## src/cgo_pkg.sv

```systemverilog
// constants shared by the clock output gating control and its drivers
// assumes: one core clock; divider clocks arrive as plain sampled levels
package cgo_pkg;

    localparam int CGO_NUM_DRIVERS  = 12;
    localparam int CGO_NUM_DIVIDERS = 5;
    localparam int CGO_SEL_W        = 3;
    localparam int CGO_DRV_W        = 2;

    // single-ended drive strength codes
    localparam logic [1:0] CGO_DRV_NONE   = 2'h0;
    localparam logic [1:0] CGO_DRV_WEAK   = 2'h1;
    localparam logic [1:0] CGO_DRV_MID    = 2'h2;
    localparam logic [1:0] CGO_DRV_STRONG = 2'h3;

    // positions in the alarm synchroniser and cause vectors
    localparam int CGO_CAUSE_W    = 3;
    localparam int CGO_CAUSE_PIN  = 0;
    localparam int CGO_CAUSE_LOCK = 1;
    localparam int CGO_CAUSE_XTAL = 2;

    // reset values
    localparam logic CGO_RST_LEVEL = 1'b0;
    localparam logic [CGO_CAUSE_W-1:0] CGO_RST_CAUSE = 3'h0;

endpackage

```

## src/cgo_driver.sv

```systemverilog
// one output driver: gating, parking level, polarity and pin format
// assumes: clk_in is already synchronised to mclk; dis_req from mclk logic
`timescale 1ns/100ps

module cgo_driver
    import cgo_pkg::*;
(
    input  wire logic mclk,
    input  wire logic rst_n,
    input  wire logic ce,
    input  wire logic clk_in,
    input  wire logic dis_req,
    input  wire logic sync_en,
    input  wire logic level,
    input  wire logic diff,
    input  wire logic inv_t,
    input  wire logic inv_c,
    output logic      out_t,
    output logic      out_c,
    output logic      enabled
);

    typedef enum logic [0:0]
    {
        CGO_ST_OFF = 1'b0,
        CGO_ST_ON  = 1'b1
    } cgo_drv_state_t;

    typedef struct packed
    {
        cgo_drv_state_t state;
        logic           clk_prev;
        logic           out_t;
        logic           out_c;
    } cgo_drv_t;

    cgo_drv_t q;
    cgo_drv_t next_q;
    logic     rise;
    logic     may_switch;
    logic     tval;

    ////////////////////////////////////////////////////////////////////////
    // a period is complete at the rising edge that starts the next one
    assign rise       = clk_in & ~q.clk_prev;
    // a stopped divider freezes a synchronous driver in its current state
    assign may_switch = ~sync_en | rise;

    always_comb
    begin
        next_q          = q;
        next_q.clk_prev = clk_in;
        if (may_switch)
        begin
            next_q.state = dis_req ? CGO_ST_OFF : CGO_ST_ON;
        end
        unique case (next_q.state)
            CGO_ST_ON:
            begin
                tval = clk_in ^ inv_t;
            end
            CGO_ST_OFF:
            begin
                tval = level;
            end
        endcase
        next_q.out_t = tval;
        if (diff)
        begin
            next_q.out_c = ~tval;
        end
        else if (next_q.state == CGO_ST_ON)
        begin
            next_q.out_c = clk_in ^ inv_c;
        end
        else
        begin
            next_q.out_c = level;
        end
    end

    always_ff @(posedge mclk or negedge rst_n)
    begin
        if (!rst_n)
        begin
            q <= '0;
        end
        else if (ce)
        begin
            q <= next_q;
        end
    end

    assign out_t   = q.out_t;
    assign out_c   = q.out_c;
    assign enabled = (q.state == CGO_ST_ON);

    ////////////////////////////////////////////////////////////////////////
    imm_off_a: assert property (@(posedge mclk) disable iff (!rst_n)
        (ce && !sync_en && dis_req) |=> !enabled)
        else $error("immediate disable did not take effect");

    sync_hold_a: assert property (@(posedge mclk) disable iff (!rst_n)
        (ce && sync_en && !rise) |=> $stable(enabled))
        else $error("synchronous driver switched mid period");

    park_level_a: assert property (@(posedge mclk) disable iff (!rst_n)
        (ce && !enabled && $past(ce) && $stable(level) && $past(rst_n))
        |-> (out_t == level))
        else $error("disabled driver not parked at its level");

    se_phase_a: assert property (@(posedge mclk) disable iff (!rst_n)
        (ce && !diff && inv_t == inv_c) |=> (out_t == out_c))
        else $error("single-ended pins out of phase by default");

endmodule

```

## src/cgo_output_ctrl.sv

```systemverilog
// clock output gating control: crosspoint, disable sources, twelve drivers
// assumes: divider clocks and alarms come from other clock domains and are
// synchronised here; configuration inputs come from mclk logic
`timescale 1ns/100ps

module cgo_output_ctrl
    import cgo_pkg::*;
#(
    parameter int NUM_DRV = CGO_NUM_DRIVERS,
    parameter int NUM_DIV = CGO_NUM_DIVIDERS,
    parameter int SEL_W   = CGO_SEL_W
)
(
    input  wire logic                     mclk,
    input  wire logic                     rst_n,
    input  wire logic                     ce,
    input  wire logic [NUM_DIV-1:0]       div_clk,
    input  wire logic                     global_output_disable_pin,
    input  wire logic                     lock_lost,
    input  wire logic                     crystal_signal_lost,
    input  wire logic                     lock_lost_disable_en,
    input  wire logic                     crystal_lost_keep_en,
    input  wire logic                     low_supply_sel,
    input  wire logic [NUM_DRV-1:0]       differential_sel,
    input  wire logic [NUM_DRV*SEL_W-1:0] crosspoint_sel,
    input  wire logic [NUM_DRV-1:0]       true_invert,
    input  wire logic [NUM_DRV-1:0]       complement_invert,
    input  wire logic [NUM_DRV*2-1:0]     single_ended_drive_select,
    input  wire logic [NUM_DRV-1:0]       output_disable,
    input  wire logic [NUM_DRV-1:0]       disable_level_high,
    input  wire logic [NUM_DRV-1:0]       sync_gating_en,
    output logic      [NUM_DRV-1:0]       clock_out_true,
    output logic      [NUM_DRV-1:0]       clock_out_complement,
    output logic      [NUM_DRV-1:0]       driver_enabled,
    output logic      [NUM_DRV*2-1:0]     drive_code,
    output logic      [CGO_CAUSE_W-1:0]   disable_cause
);

    typedef struct packed
    {
        logic [CGO_CAUSE_W-1:0] al1;
        logic [CGO_CAUSE_W-1:0] al2;
        logic [NUM_DIV-1:0]     dv1;
        logic [NUM_DIV-1:0]     dv2;
        logic [NUM_DRV*2-1:0]   code;
        logic [CGO_CAUSE_W-1:0] cause;
    } cgo_ctrl_t;

    cgo_ctrl_t              q;
    cgo_ctrl_t              next_q;
    logic [CGO_CAUSE_W-1:0] gate;
    logic [NUM_DRV-1:0]     dis_req;
    logic [NUM_DRV-1:0]     src_clk;
    logic [NUM_DRV-1:0]     level;
    logic                   pin_s;
    logic                   lock_s;
    logic                   xtal_s;
    logic                   weak_any;
    logic                   none_any;

    ////////////////////////////////////////////////////////////////////////
    // alarm and divider synchronisers; stage one feeds stage two only
    assign pin_s  = q.al2[CGO_CAUSE_PIN];
    assign lock_s = q.al2[CGO_CAUSE_LOCK];
    assign xtal_s = q.al2[CGO_CAUSE_XTAL];

    // causes shared by all drivers
    always_comb
    begin
        gate                 = CGO_RST_CAUSE;
        gate[CGO_CAUSE_PIN]  = pin_s;
        gate[CGO_CAUSE_LOCK] = lock_s & lock_lost_disable_en;
        gate[CGO_CAUSE_XTAL] = xtal_s & ~crystal_lost_keep_en;
    end

    always_comb
    begin
        next_q       = q;
        next_q.al1   = {crystal_signal_lost, lock_lost,
                        global_output_disable_pin};
        next_q.al2   = q.al1;
        next_q.dv1   = div_clk;
        next_q.dv2   = q.dv1;
        next_q.cause = gate;
        for (int i = 0; i < NUM_DRV; i++)
        begin
            // an illegal or unavailable code falls back to the middle one
            unique case (single_ended_drive_select[i*2 +: 2])
                CGO_DRV_NONE:
                begin
                    next_q.code[i*2 +: 2] = CGO_DRV_MID;
                end
                CGO_DRV_WEAK:
                begin
                    next_q.code[i*2 +: 2] = low_supply_sel ? CGO_DRV_MID
                                                           : CGO_DRV_WEAK;
                end
                CGO_DRV_MID:
                begin
                    next_q.code[i*2 +: 2] = CGO_DRV_MID;
                end
                CGO_DRV_STRONG:
                begin
                    next_q.code[i*2 +: 2] = CGO_DRV_STRONG;
                end
            endcase
        end
    end

    always_ff @(posedge mclk or negedge rst_n)
    begin
        if (!rst_n)
        begin
            q <= '0;
        end
        else if (ce)
        begin
            q <= next_q;
        end
    end

    assign drive_code    = q.code;
    assign disable_cause = q.cause;

    ////////////////////////////////////////////////////////////////////////
    // crosspoint and per-driver gating
    generate
        for (genvar g = 0; g < NUM_DRV; g++)
        begin : g_drv
            logic [SEL_W-1:0] sel;

            assign sel = crosspoint_sel[g*SEL_W +: SEL_W];
            // an out-of-range selection reads as a stopped clock
            assign src_clk[g] = (int'(sel) < NUM_DIV) ? q.dv2[sel]
                                                      : CGO_RST_LEVEL;
            assign dis_req[g] = |gate | output_disable[g];
            assign level[g]   = disable_level_high[g];

            cgo_driver u_drv
            (
                .mclk    (mclk),
                .rst_n   (rst_n),
                .ce      (ce),
                .clk_in  (src_clk[g]),
                .dis_req (dis_req[g]),
                .sync_en (sync_gating_en[g]),
                .level   (level[g]),
                .diff    (differential_sel[g]),
                .inv_t   (true_invert[g]),
                .inv_c   (complement_invert[g]),
                .out_t   (clock_out_true[g]),
                .out_c   (clock_out_complement[g]),
                .enabled (driver_enabled[g])
            );
        end
    endgenerate

    ////////////////////////////////////////////////////////////////////////
    // helper flags for the drive code checks
    always_comb
    begin
        weak_any = 1'b0;
        none_any = 1'b0;
        for (int i = 0; i < NUM_DRV; i++)
        begin
            if (q.code[i*2 +: 2] == CGO_DRV_WEAK)
            begin
                weak_any = 1'b1;
            end
            if (q.code[i*2 +: 2] == CGO_DRV_NONE)
            begin
                none_any = 1'b1;
            end
        end
    end

    global_off_a: assert property (@(posedge mclk) disable iff (!rst_n)
        (ce && pin_s && sync_gating_en == '0)
        |=> (driver_enabled == '0))
        else $error("global disable pin left a driver on");

    global_on_a: assert property (@(posedge mclk) disable iff (!rst_n)
        (ce && gate == CGO_RST_CAUSE && output_disable == '0
         && sync_gating_en == '0)
        |=> (driver_enabled == '1))
        else $error("driver off with no disable cause");

    own_off_a: assert property (@(posedge mclk) disable iff (!rst_n)
        (ce && output_disable[0] && !sync_gating_en[0])
        |=> !driver_enabled[0])
        else $error("own disable bit ignored");

    lock_gate_a: assert property (@(posedge mclk) disable iff (!rst_n)
        (ce && lock_s && lock_lost_disable_en && sync_gating_en == '0)
        |=> (driver_enabled == '0))
        else $error("lock loss did not disable outputs");

    lock_keep_a: assert property (@(posedge mclk) disable iff (!rst_n)
        (ce && lock_s && !lock_lost_disable_en && !pin_s && !xtal_s
         && output_disable == '0 && sync_gating_en == '0)
        |=> (driver_enabled == '1))
        else $error("lock loss disabled outputs by default");

    xtal_gate_a: assert property (@(posedge mclk) disable iff (!rst_n)
        (ce && xtal_s && !crystal_lost_keep_en && sync_gating_en == '0)
        |=> (driver_enabled == '0))
        else $error("crystal loss did not disable outputs");

    xtal_keep_a: assert property (@(posedge mclk) disable iff (!rst_n)
        (ce && xtal_s && crystal_lost_keep_en)
        |=> !disable_cause[CGO_CAUSE_XTAL])
        else $error("keep option ignored on crystal loss");

    drive_code_a: assert property (@(posedge mclk) disable iff (!rst_n)
        (ce && low_supply_sel) |=> !weak_any && !none_any)
        else $error("unavailable drive code at lowest supply");

    alarm_delay_a: assert property (@(posedge mclk) disable iff (!rst_n)
        (ce && $past(ce) && $past(ce, 2) && $past(rst_n, 2)
         && $past(global_output_disable_pin, 2))
        |-> pin_s)
        else $error("pin disable not seen two cycles later");

endmodule

```

## config.mk

```make
export PLATFORM = sky130hd
export DESIGN_NAME = cgo_output_ctrl
export DESIGN_NICKNAME = d
export VERILOG_FILES = /design/src/cgo_pkg.sv /design/src/cgo_driver.sv /design/src/cgo_output_ctrl.sv
export SDC_FILE = /design/constraint.sdc
export NUM_CORES = 1
export LEC_CHECK = 0
export BUFFER_PORTS_ARGS = -buffer_cell sky130_fd_sc_hd__buf_4
export CORE_MARGIN = 10
export CORE_UTILIZATION = 35
export DETAILED_ROUTE_END_ITERATION = 6
export SLEW_MARGIN = 20
export SYNTH_ARGS = -nofsm -noshare
export SYNTH_HDL_FRONTEND = slang
export SYNTH_SLANG_ARGS = --single-unit
```

## constraint.sdc

```tcl
create_clock -name mclk -period 2.1 [get_ports mclk]
set_input_delay 0.42 -clock mclk [delete_from_list [all_inputs] [get_ports mclk]]
set_output_delay 0.42 -clock mclk [all_outputs]
set_load 0.01 [all_outputs]
```

After elaboration in Yosys (flattened, before gate mapping)

Cells that the tools add are included.

Add/sub/neg operators: 0
Eq/ne operators: 36
$lt $le $gt $ge: 24
Shift operators: 0
Reduce and logical (&&, ||, !) cells: 25
Muxes and demuxes: 109
Bitwise operators: 111
Multiply operators: 0
Div/mod/pow operators: 0

Operators by type and width:

| kind                                                | number |
|---|---|
| two-way mux 1 bit                                   | 72 |
| case mux 2 bit (3 select lines)                     | 12 |
| inverter 1 bit                                      | 49 |
| == test 2 bit (second input constant)               | 24 |
| < comparator 3 x 4 -> 1 bit (second input constant) | 12 |
| binary-select mux 1 bit (select 3 bit)              | 12 |
| < comparator 3 bit (second input constant)          | 12 |
| == test 2 x 1 -> 1 bit (second input constant)      | 12 |
| zero test 2 bit                                     | 12 |
| OR 1 bit                                            | 24 |
| case mux 1 bit (2 select lines)                     | 12 |
| OR reduction 2 bit                                  | 12 |
| XOR 1 bit                                           | 24 |
| AND 1 bit                                           | 14 |
| OR reduction 3 bit                                  | 1 |
| two-way mux 2 bit                                   | 1 |

Bits in latches: 0
Memory bits (writable): 0
Memories: 0
Word-level logic and storage cells: 359
Bits in read-only memories: 0
Input bits: 146
Output and inout port bits: 63
Bits in registers: 91

Depth between registers and ports, before layout

Depth after elaboration: 10
Mapped depth: 8
Gate-level depth less buffers: 6

Cells and area by module

A second synthesis with hierarchy kept.

Cells, all modules: 518
Area total of the unflattened synthesis: 5397.7 um^2

Modules (own cells, without submodules):

| module          | area each (um^2) | instances | cells each |
|---|---|---|---|
| cgo_driver      | 229.0            | 12        | 21 |
| cgo_output_ctrl | 2650.0           | 1         | 266 |

Worst setup path after synthesis

Ideal clock, no wire load.

Path type: in2reg
Start: input lock_lost_disable_en
End: register g_drv[3].u_drv.q (netlist bit g_drv[3].u_drv.out_c)
Path buffers: 1
Arrival time: 1895 ps
Required time: 1980 ps
Cell stages on the path: 7
Setup slack: 84 ps
Cells stage by stage: and2_4 -> or3_1 -> buf_2 -> or4_4 -> o211ai_2 -> o2bb2ai_1 -> a31o_2

Word-level cells in the longest chain between the ends: 9
Elaborated cells between the ends (all ways): 10

Ends and longest elaborated chain:

| item                            | line                   | source |
|---|---|---|
| start, declared                 | cgo_output_ctrl.sv:21  | `input wire logic lock_lost_disable_en,` |
| AND 1 bit *                     | cgo_output_ctrl.sv:72  | `gate[CGO_CAUSE_LOCK] = lock_s & lock_lost_disable_en;` |
| OR reduction 3 bit *            | cgo_output_ctrl.sv:136 | `assign dis_req[g] = \|gate \| output_disable[g];` |
| OR 1 bit *                      | cgo_output_ctrl.sv:136 |  |
| two-way mux 1 bit *             | cgo_driver.sv:55       | `next_q.state = dis_req ? CGO_ST_OFF : CGO_ST_ON;` |
| two-way mux 1 bit *             | cgo_driver.sv:53       | `if (may_switch)` |
| inverter 1 bit                  | cgo_driver.sv:57       | `unique case (next_q.state)` |
| case mux 1 bit (2 select lines) | cgo_driver.sv:57       |  |
| inverter 1 bit                  | cgo_driver.sv:70       | `next_q.out_c = ~tval;` |
| two-way mux 1 bit *             | cgo_driver.sv:68       | `if (diff)` |
| end signal, assigned            | cgo_driver.sv:90       | `q <= next_q;` |
| end, declared                   | cgo_driver.sv:37       | `cgo_drv_t q;` |

Mark *: on every way between the ends. The rest lies on a longest branch, timed or not.
A chain may end at the register's enable or synchronous reset.

Worst setup path in the final report

Start: register q[27] (netlist bit)
End: register g_drv[9].u_drv.q (netlist bit g_drv[9].u_drv.out_c)

Word-level cells in the longest chain between the ends: 10
Elaborated cells between the ends (all ways): 13

Ends and longest elaborated chain:

| item                                      | line                   | source |
|---|---|---|
| start, declared                           | cgo_output_ctrl.sv:49  | `cgo_ctrl_t q;` |
| start signal, assigned                    | cgo_output_ctrl.sv:118 | `q <= next_q;` |
| binary-select mux 1 bit (select 3 bit) *  | cgo_output_ctrl.sv:134 | `assign src_clk[g] = (int'(sel) < NUM_DIV) ? q.dv2[sel]` |
| two-way mux 1 bit (not written as such) * | cgo_output_ctrl.sv:134 |  |
| two-way mux 1 bit *                       | cgo_output_ctrl.sv:134 |  |
| AND 1 bit                                 | cgo_driver.sv:45       | `assign rise = clk_in & ~q.clk_prev;` |
| OR 1 bit                                  | cgo_driver.sv:47       | `assign may_switch = ~sync_en \| rise;` |
| two-way mux 1 bit                         | cgo_driver.sv:53       |  |
| inverter 1 bit                            | cgo_driver.sv:57       |  |
| case mux 1 bit (2 select lines)           | cgo_driver.sv:57       |  |
| inverter 1 bit                            | cgo_driver.sv:70       |  |
| two-way mux 1 bit *                       | cgo_driver.sv:68       |  |
| end signal, assigned                      | cgo_driver.sv:90       |  |
| end, declared                             | cgo_driver.sv:37       |  |

Mark *: on every way between the ends. The rest lies on a longest branch, timed or not. The select of a mux whose other input is x is not followed.

==> impl_metrics.json <==
{
  "nNetsFinal": 1064,
  "final_hold_viol_count": 0,
  "drv_cap": 0,
  "finalCritPeriodShare_pct": 98.0,
  "critical_path_class": "reg -> reg",
  "fillCellCount": 1815,
  "wire_per_inst_microns": 18.1,
  "max_freq_ghz": 0.486,
  "synth_flop_cell": "dfrtp_1",
  "ant_nets": 0,
  "peakVddDrop_v": 0.000368,
  "path_clk_slew_ns": 0.07,
  "die_area_sq_um": 25200,
  "cts.path.max_buffers": 2,
  "synthArstFlopShare_pct": 100,
  "status": "completed",
  "endpoint_kind": "flop",
  "gp_congestion": 0.869,
  "synth-seq-cells": 91,
  "grt_max_degree": 94,
  "grt_use_met1_pct": 21.0,
  "hold_ws_ns": 0.0685,
  "power_density_nw_per_um2": 684,
  "fin_skew_ns": 0.00743,
  "num_vias": 6085,
  "grt_pass1_wl_microns": 32400,
  "met3_usage_pct": 5.77,
  "post-route-drc-count": 0,
  "die_y_microns": 159,
  "avgSynthCellArea_sq_um": 9.10,
  "clkLatencyLatePin_ns": 0.34,
  "dpl.hpwl_microns": 16300,
  "drive_gt1_share_pct": 41.6,
  "multi_input_area_sq_um": 3910,
  "synth_area_sq_um": 6720,
  "seq_area_sq_um": 2280,
  "r2r_slack_ns": 0.04,
  "met2_usage_pct": 25.9,
  "grt_usage_pct": 16.4,
  "cts_buffers": 9,
  "p_leak_uw": 0.00395,
  "dp_cells": 1162,
  "htreeDepth": 3,
  "start_kind": "flop",
  "portBuffers": 208,
  "antennaDiodeCount": 0,
  "rsz0062_at_grt": "true",
  "synth_edf_count": 0,
  "area_growth_pct": 33.1,
  "cts.sinks": 91,
  "cts_root_buf": "clkbuf_16",
  "first_iter_violations": 324,
  "rows": 50,
  "worstMarginPinSlew_ns": 0.582,
  "start_util_pct": 35.7,
  "grt_pass1_vias": 5962,
  "crit_path_max_fanout": 9,
  "finalMaxSlewViolations": 0,
  "yosys_warnings": 0,
  "drt_first_pass_iters": 5,
  "core_area_sq_um": 18800,
  "crit_arrival_ns": 2.29,
  "ys_types": 61,
  "busiest_layer": "met2",
  "setup_viol_count_final": 0,
  "fin_cells": 1183,
  "synth.net_count": 885,
  "hp-class": "in -> async",
  "yosysSeqAreaShare_pct": 33.9,
  "drt_wl_total_microns": 21400,
  "grt_overflow": 0,
  "die_w_microns": 159,
  "relSlewSlack_pct": 61.2,
  "cts_tree": "built",
  "crit_required_ns": 2.33,
  "period_minus_slack_ns": 2.06,
  "ios": 209,
  "routed_via_density": 5.14,
  "antenna_found_initial": 0,
  "synthCells": 739,
  "cts_hold_buffers": 0
}
==> final timing paths <==
check,startpoint,endpoint,cells past startpoint
hold reg to reg,g_drv[6].u_drv.out_t$_DFFE_PN0P_,g_drv[6].u_drv.out_t$_DFFE_PN0P_,1
max in group asynchronous,rst_n,q[39]$_DFFE_PN0P_,2
min in group mclk,single_ended_drive_select[20],drive_code[21]$_DFFE_PN0P_,2
hold / removal,rst_n,g_drv[10].u_drv.q[2]$_DFFE_PN0P_,1
setup / recovery,q[27]$_DFFE_PN0P_,g_drv[9].u_drv.out_c$_DFFE_PN0P_,7
setup reg to reg,q[27]$_DFFE_PN0P_,g_drv[9].u_drv.out_c$_DFFE_PN0P_,7
==> cell usage in the layout, fill, tap and decap left out, types with 19 or more instances in the layout <==
cell type and count:
nor2_1 68, mux2i_1 21, inv_1 33, dfrtp_1 88, a21oi_1 39, xnor2_1 29
nor3_1 19, mux2_2 45, o21ai_0 27, nand2_1 34, buf_4 257
==> what timing repair did <==
item	in CTS	in global routing
buffers inserted	0	5
setup endpoints to repair	18	24
pin swaps	0	12
gates resized for setup	5	45
==> registers in the layout (all words and copies together) (netlist names) <==
| signal | cells |
|---|---|
| drive_code | 24 |
| g_drv.u_drv.enabled | 12 |
| g_drv.u_drv.out_c | 12 |
| g_drv.u_drv.out_t | 12 |
| g_drv.u_drv.q | 12 |
| next_q | 8 |
| q | 6 |
| disable_cause | 3 |
| gate | 1 |
| lock_s | 1 |
==> where the power goes <==
part | internal (uW) | total, uW | switching [uW]
clock | 932 | 1680 | 743
combinational | 1190 | 2260 | 1070
sequential | 1990 | 2180 | 189
total | 4120 | 6120 | 2000
==> cell usage after synthesis (4+ instances only) <==
master / count / area, sq um
a31o_2: 6 / 52.6
nor4bb_1: 4 / 40.0
nand2_1: 34 / 128
buf_2: 7 / 35.0
nand3b_1: 5 / 37.5
nor2b_1: 11 / 68.8
a31oi_1: 13 / 81.3
buf_1: 7 / 26.3
a221oi_1: 5 / 43.8
nor2_1: 68 / 255
o211ai_1: 15 / 113
o41ai_1: 4 / 35.0
nor3_1: 20 / 100
clkbuf_1: 17 / 63.8
buf_4: 63 / 473
a2111oi_0: 4 / 35.0
o22a_1: 4 / 35.0
inv_1: 33 / 124
a21o_1: 5 / 37.5
dfrtp_1: 91 / 2280
and4bb_2: 4 / 50.1
mux2_2: 49 / 552
and3b_1: 4 / 35.0
nand2b_1: 9 / 56.3
mux2i_1: 25 / 250
nand3_1: 15 / 75.1
a22oi_1: 10 / 75.1
o21ai_0: 33 / 165
a21oi_1: 41 / 205
xnor2_1: 29 / 254
nor3b_1: 7 / 52.6
nor3b_2: 7 / 87.6
a32oi_1: 4 / 35.0
o2bb2ai_1: 6 / 52.6
xor2_1: 13 / 114
a211o_1: 4 / 35.0
nor4_1: 5 / 31.3
a222oi_1: 10 / 100
or2_2: 4 / 25.0
==> cell families after synthesis <==
group	synth area share, %
AND/OR/NAND/NOR	16.7
AO/OA/AOI/OAI	20.9
buffers and inverters	10.8
flip-flops	33.9
multiplexers	12.3
XOR/XNOR	5.47
==> worst max-delay path, stage by stage (launching register included) <==
cell      delay, ns
dfrtp_1        0.38
buf_4          0.19
mux2_2         0.29
buf_4          0.15
xnor2_1        0.12
a222oi_1       0.44
a21oi_1        0.12
a31o_2         0.25
==> layer usage <==
layer / vias to the layer above / wire (microns)
met5: - / 0
met3: 11 / 1920
met2: 194 / 10100
met4: 0 / 178
met1: 2862 / 9190
li1: 3018 / -
==> metrics by stage <==
stage | instance area (sq um) | utilization, % | power, uW | setup slack [ns] | TNS [ns]
after floorplan | 6720 | - | 3520 | 0.0845 | 0
after global placement | 8400 | 44.6 | 4340 | -0.184 | -1.49
after detailed placement | 8400 | 44.6 | 4360 | -0.213 | -1.85
after CTS | 8720 | 46.3 | 6080 | 0.000175 | 0
after global routing | 8950 | 47.5 | 6510 | -0.0536 | -0.294
final | 8950 | 47.5 | 6120 | 0.0410 | 0
==> layout make-up <==
class                      instances  share of cell area (%)
clock inverter                     5                   0.699
sequential                        91                    25.5
tap                              260                    3.64
clock buffer                      11                    2.60
timing repair buffer             262                    22.4
multi-input combinational        520                    43.7
inverter                          34                    1.43
No activity file was read; power rests on OpenSTA's default activity.
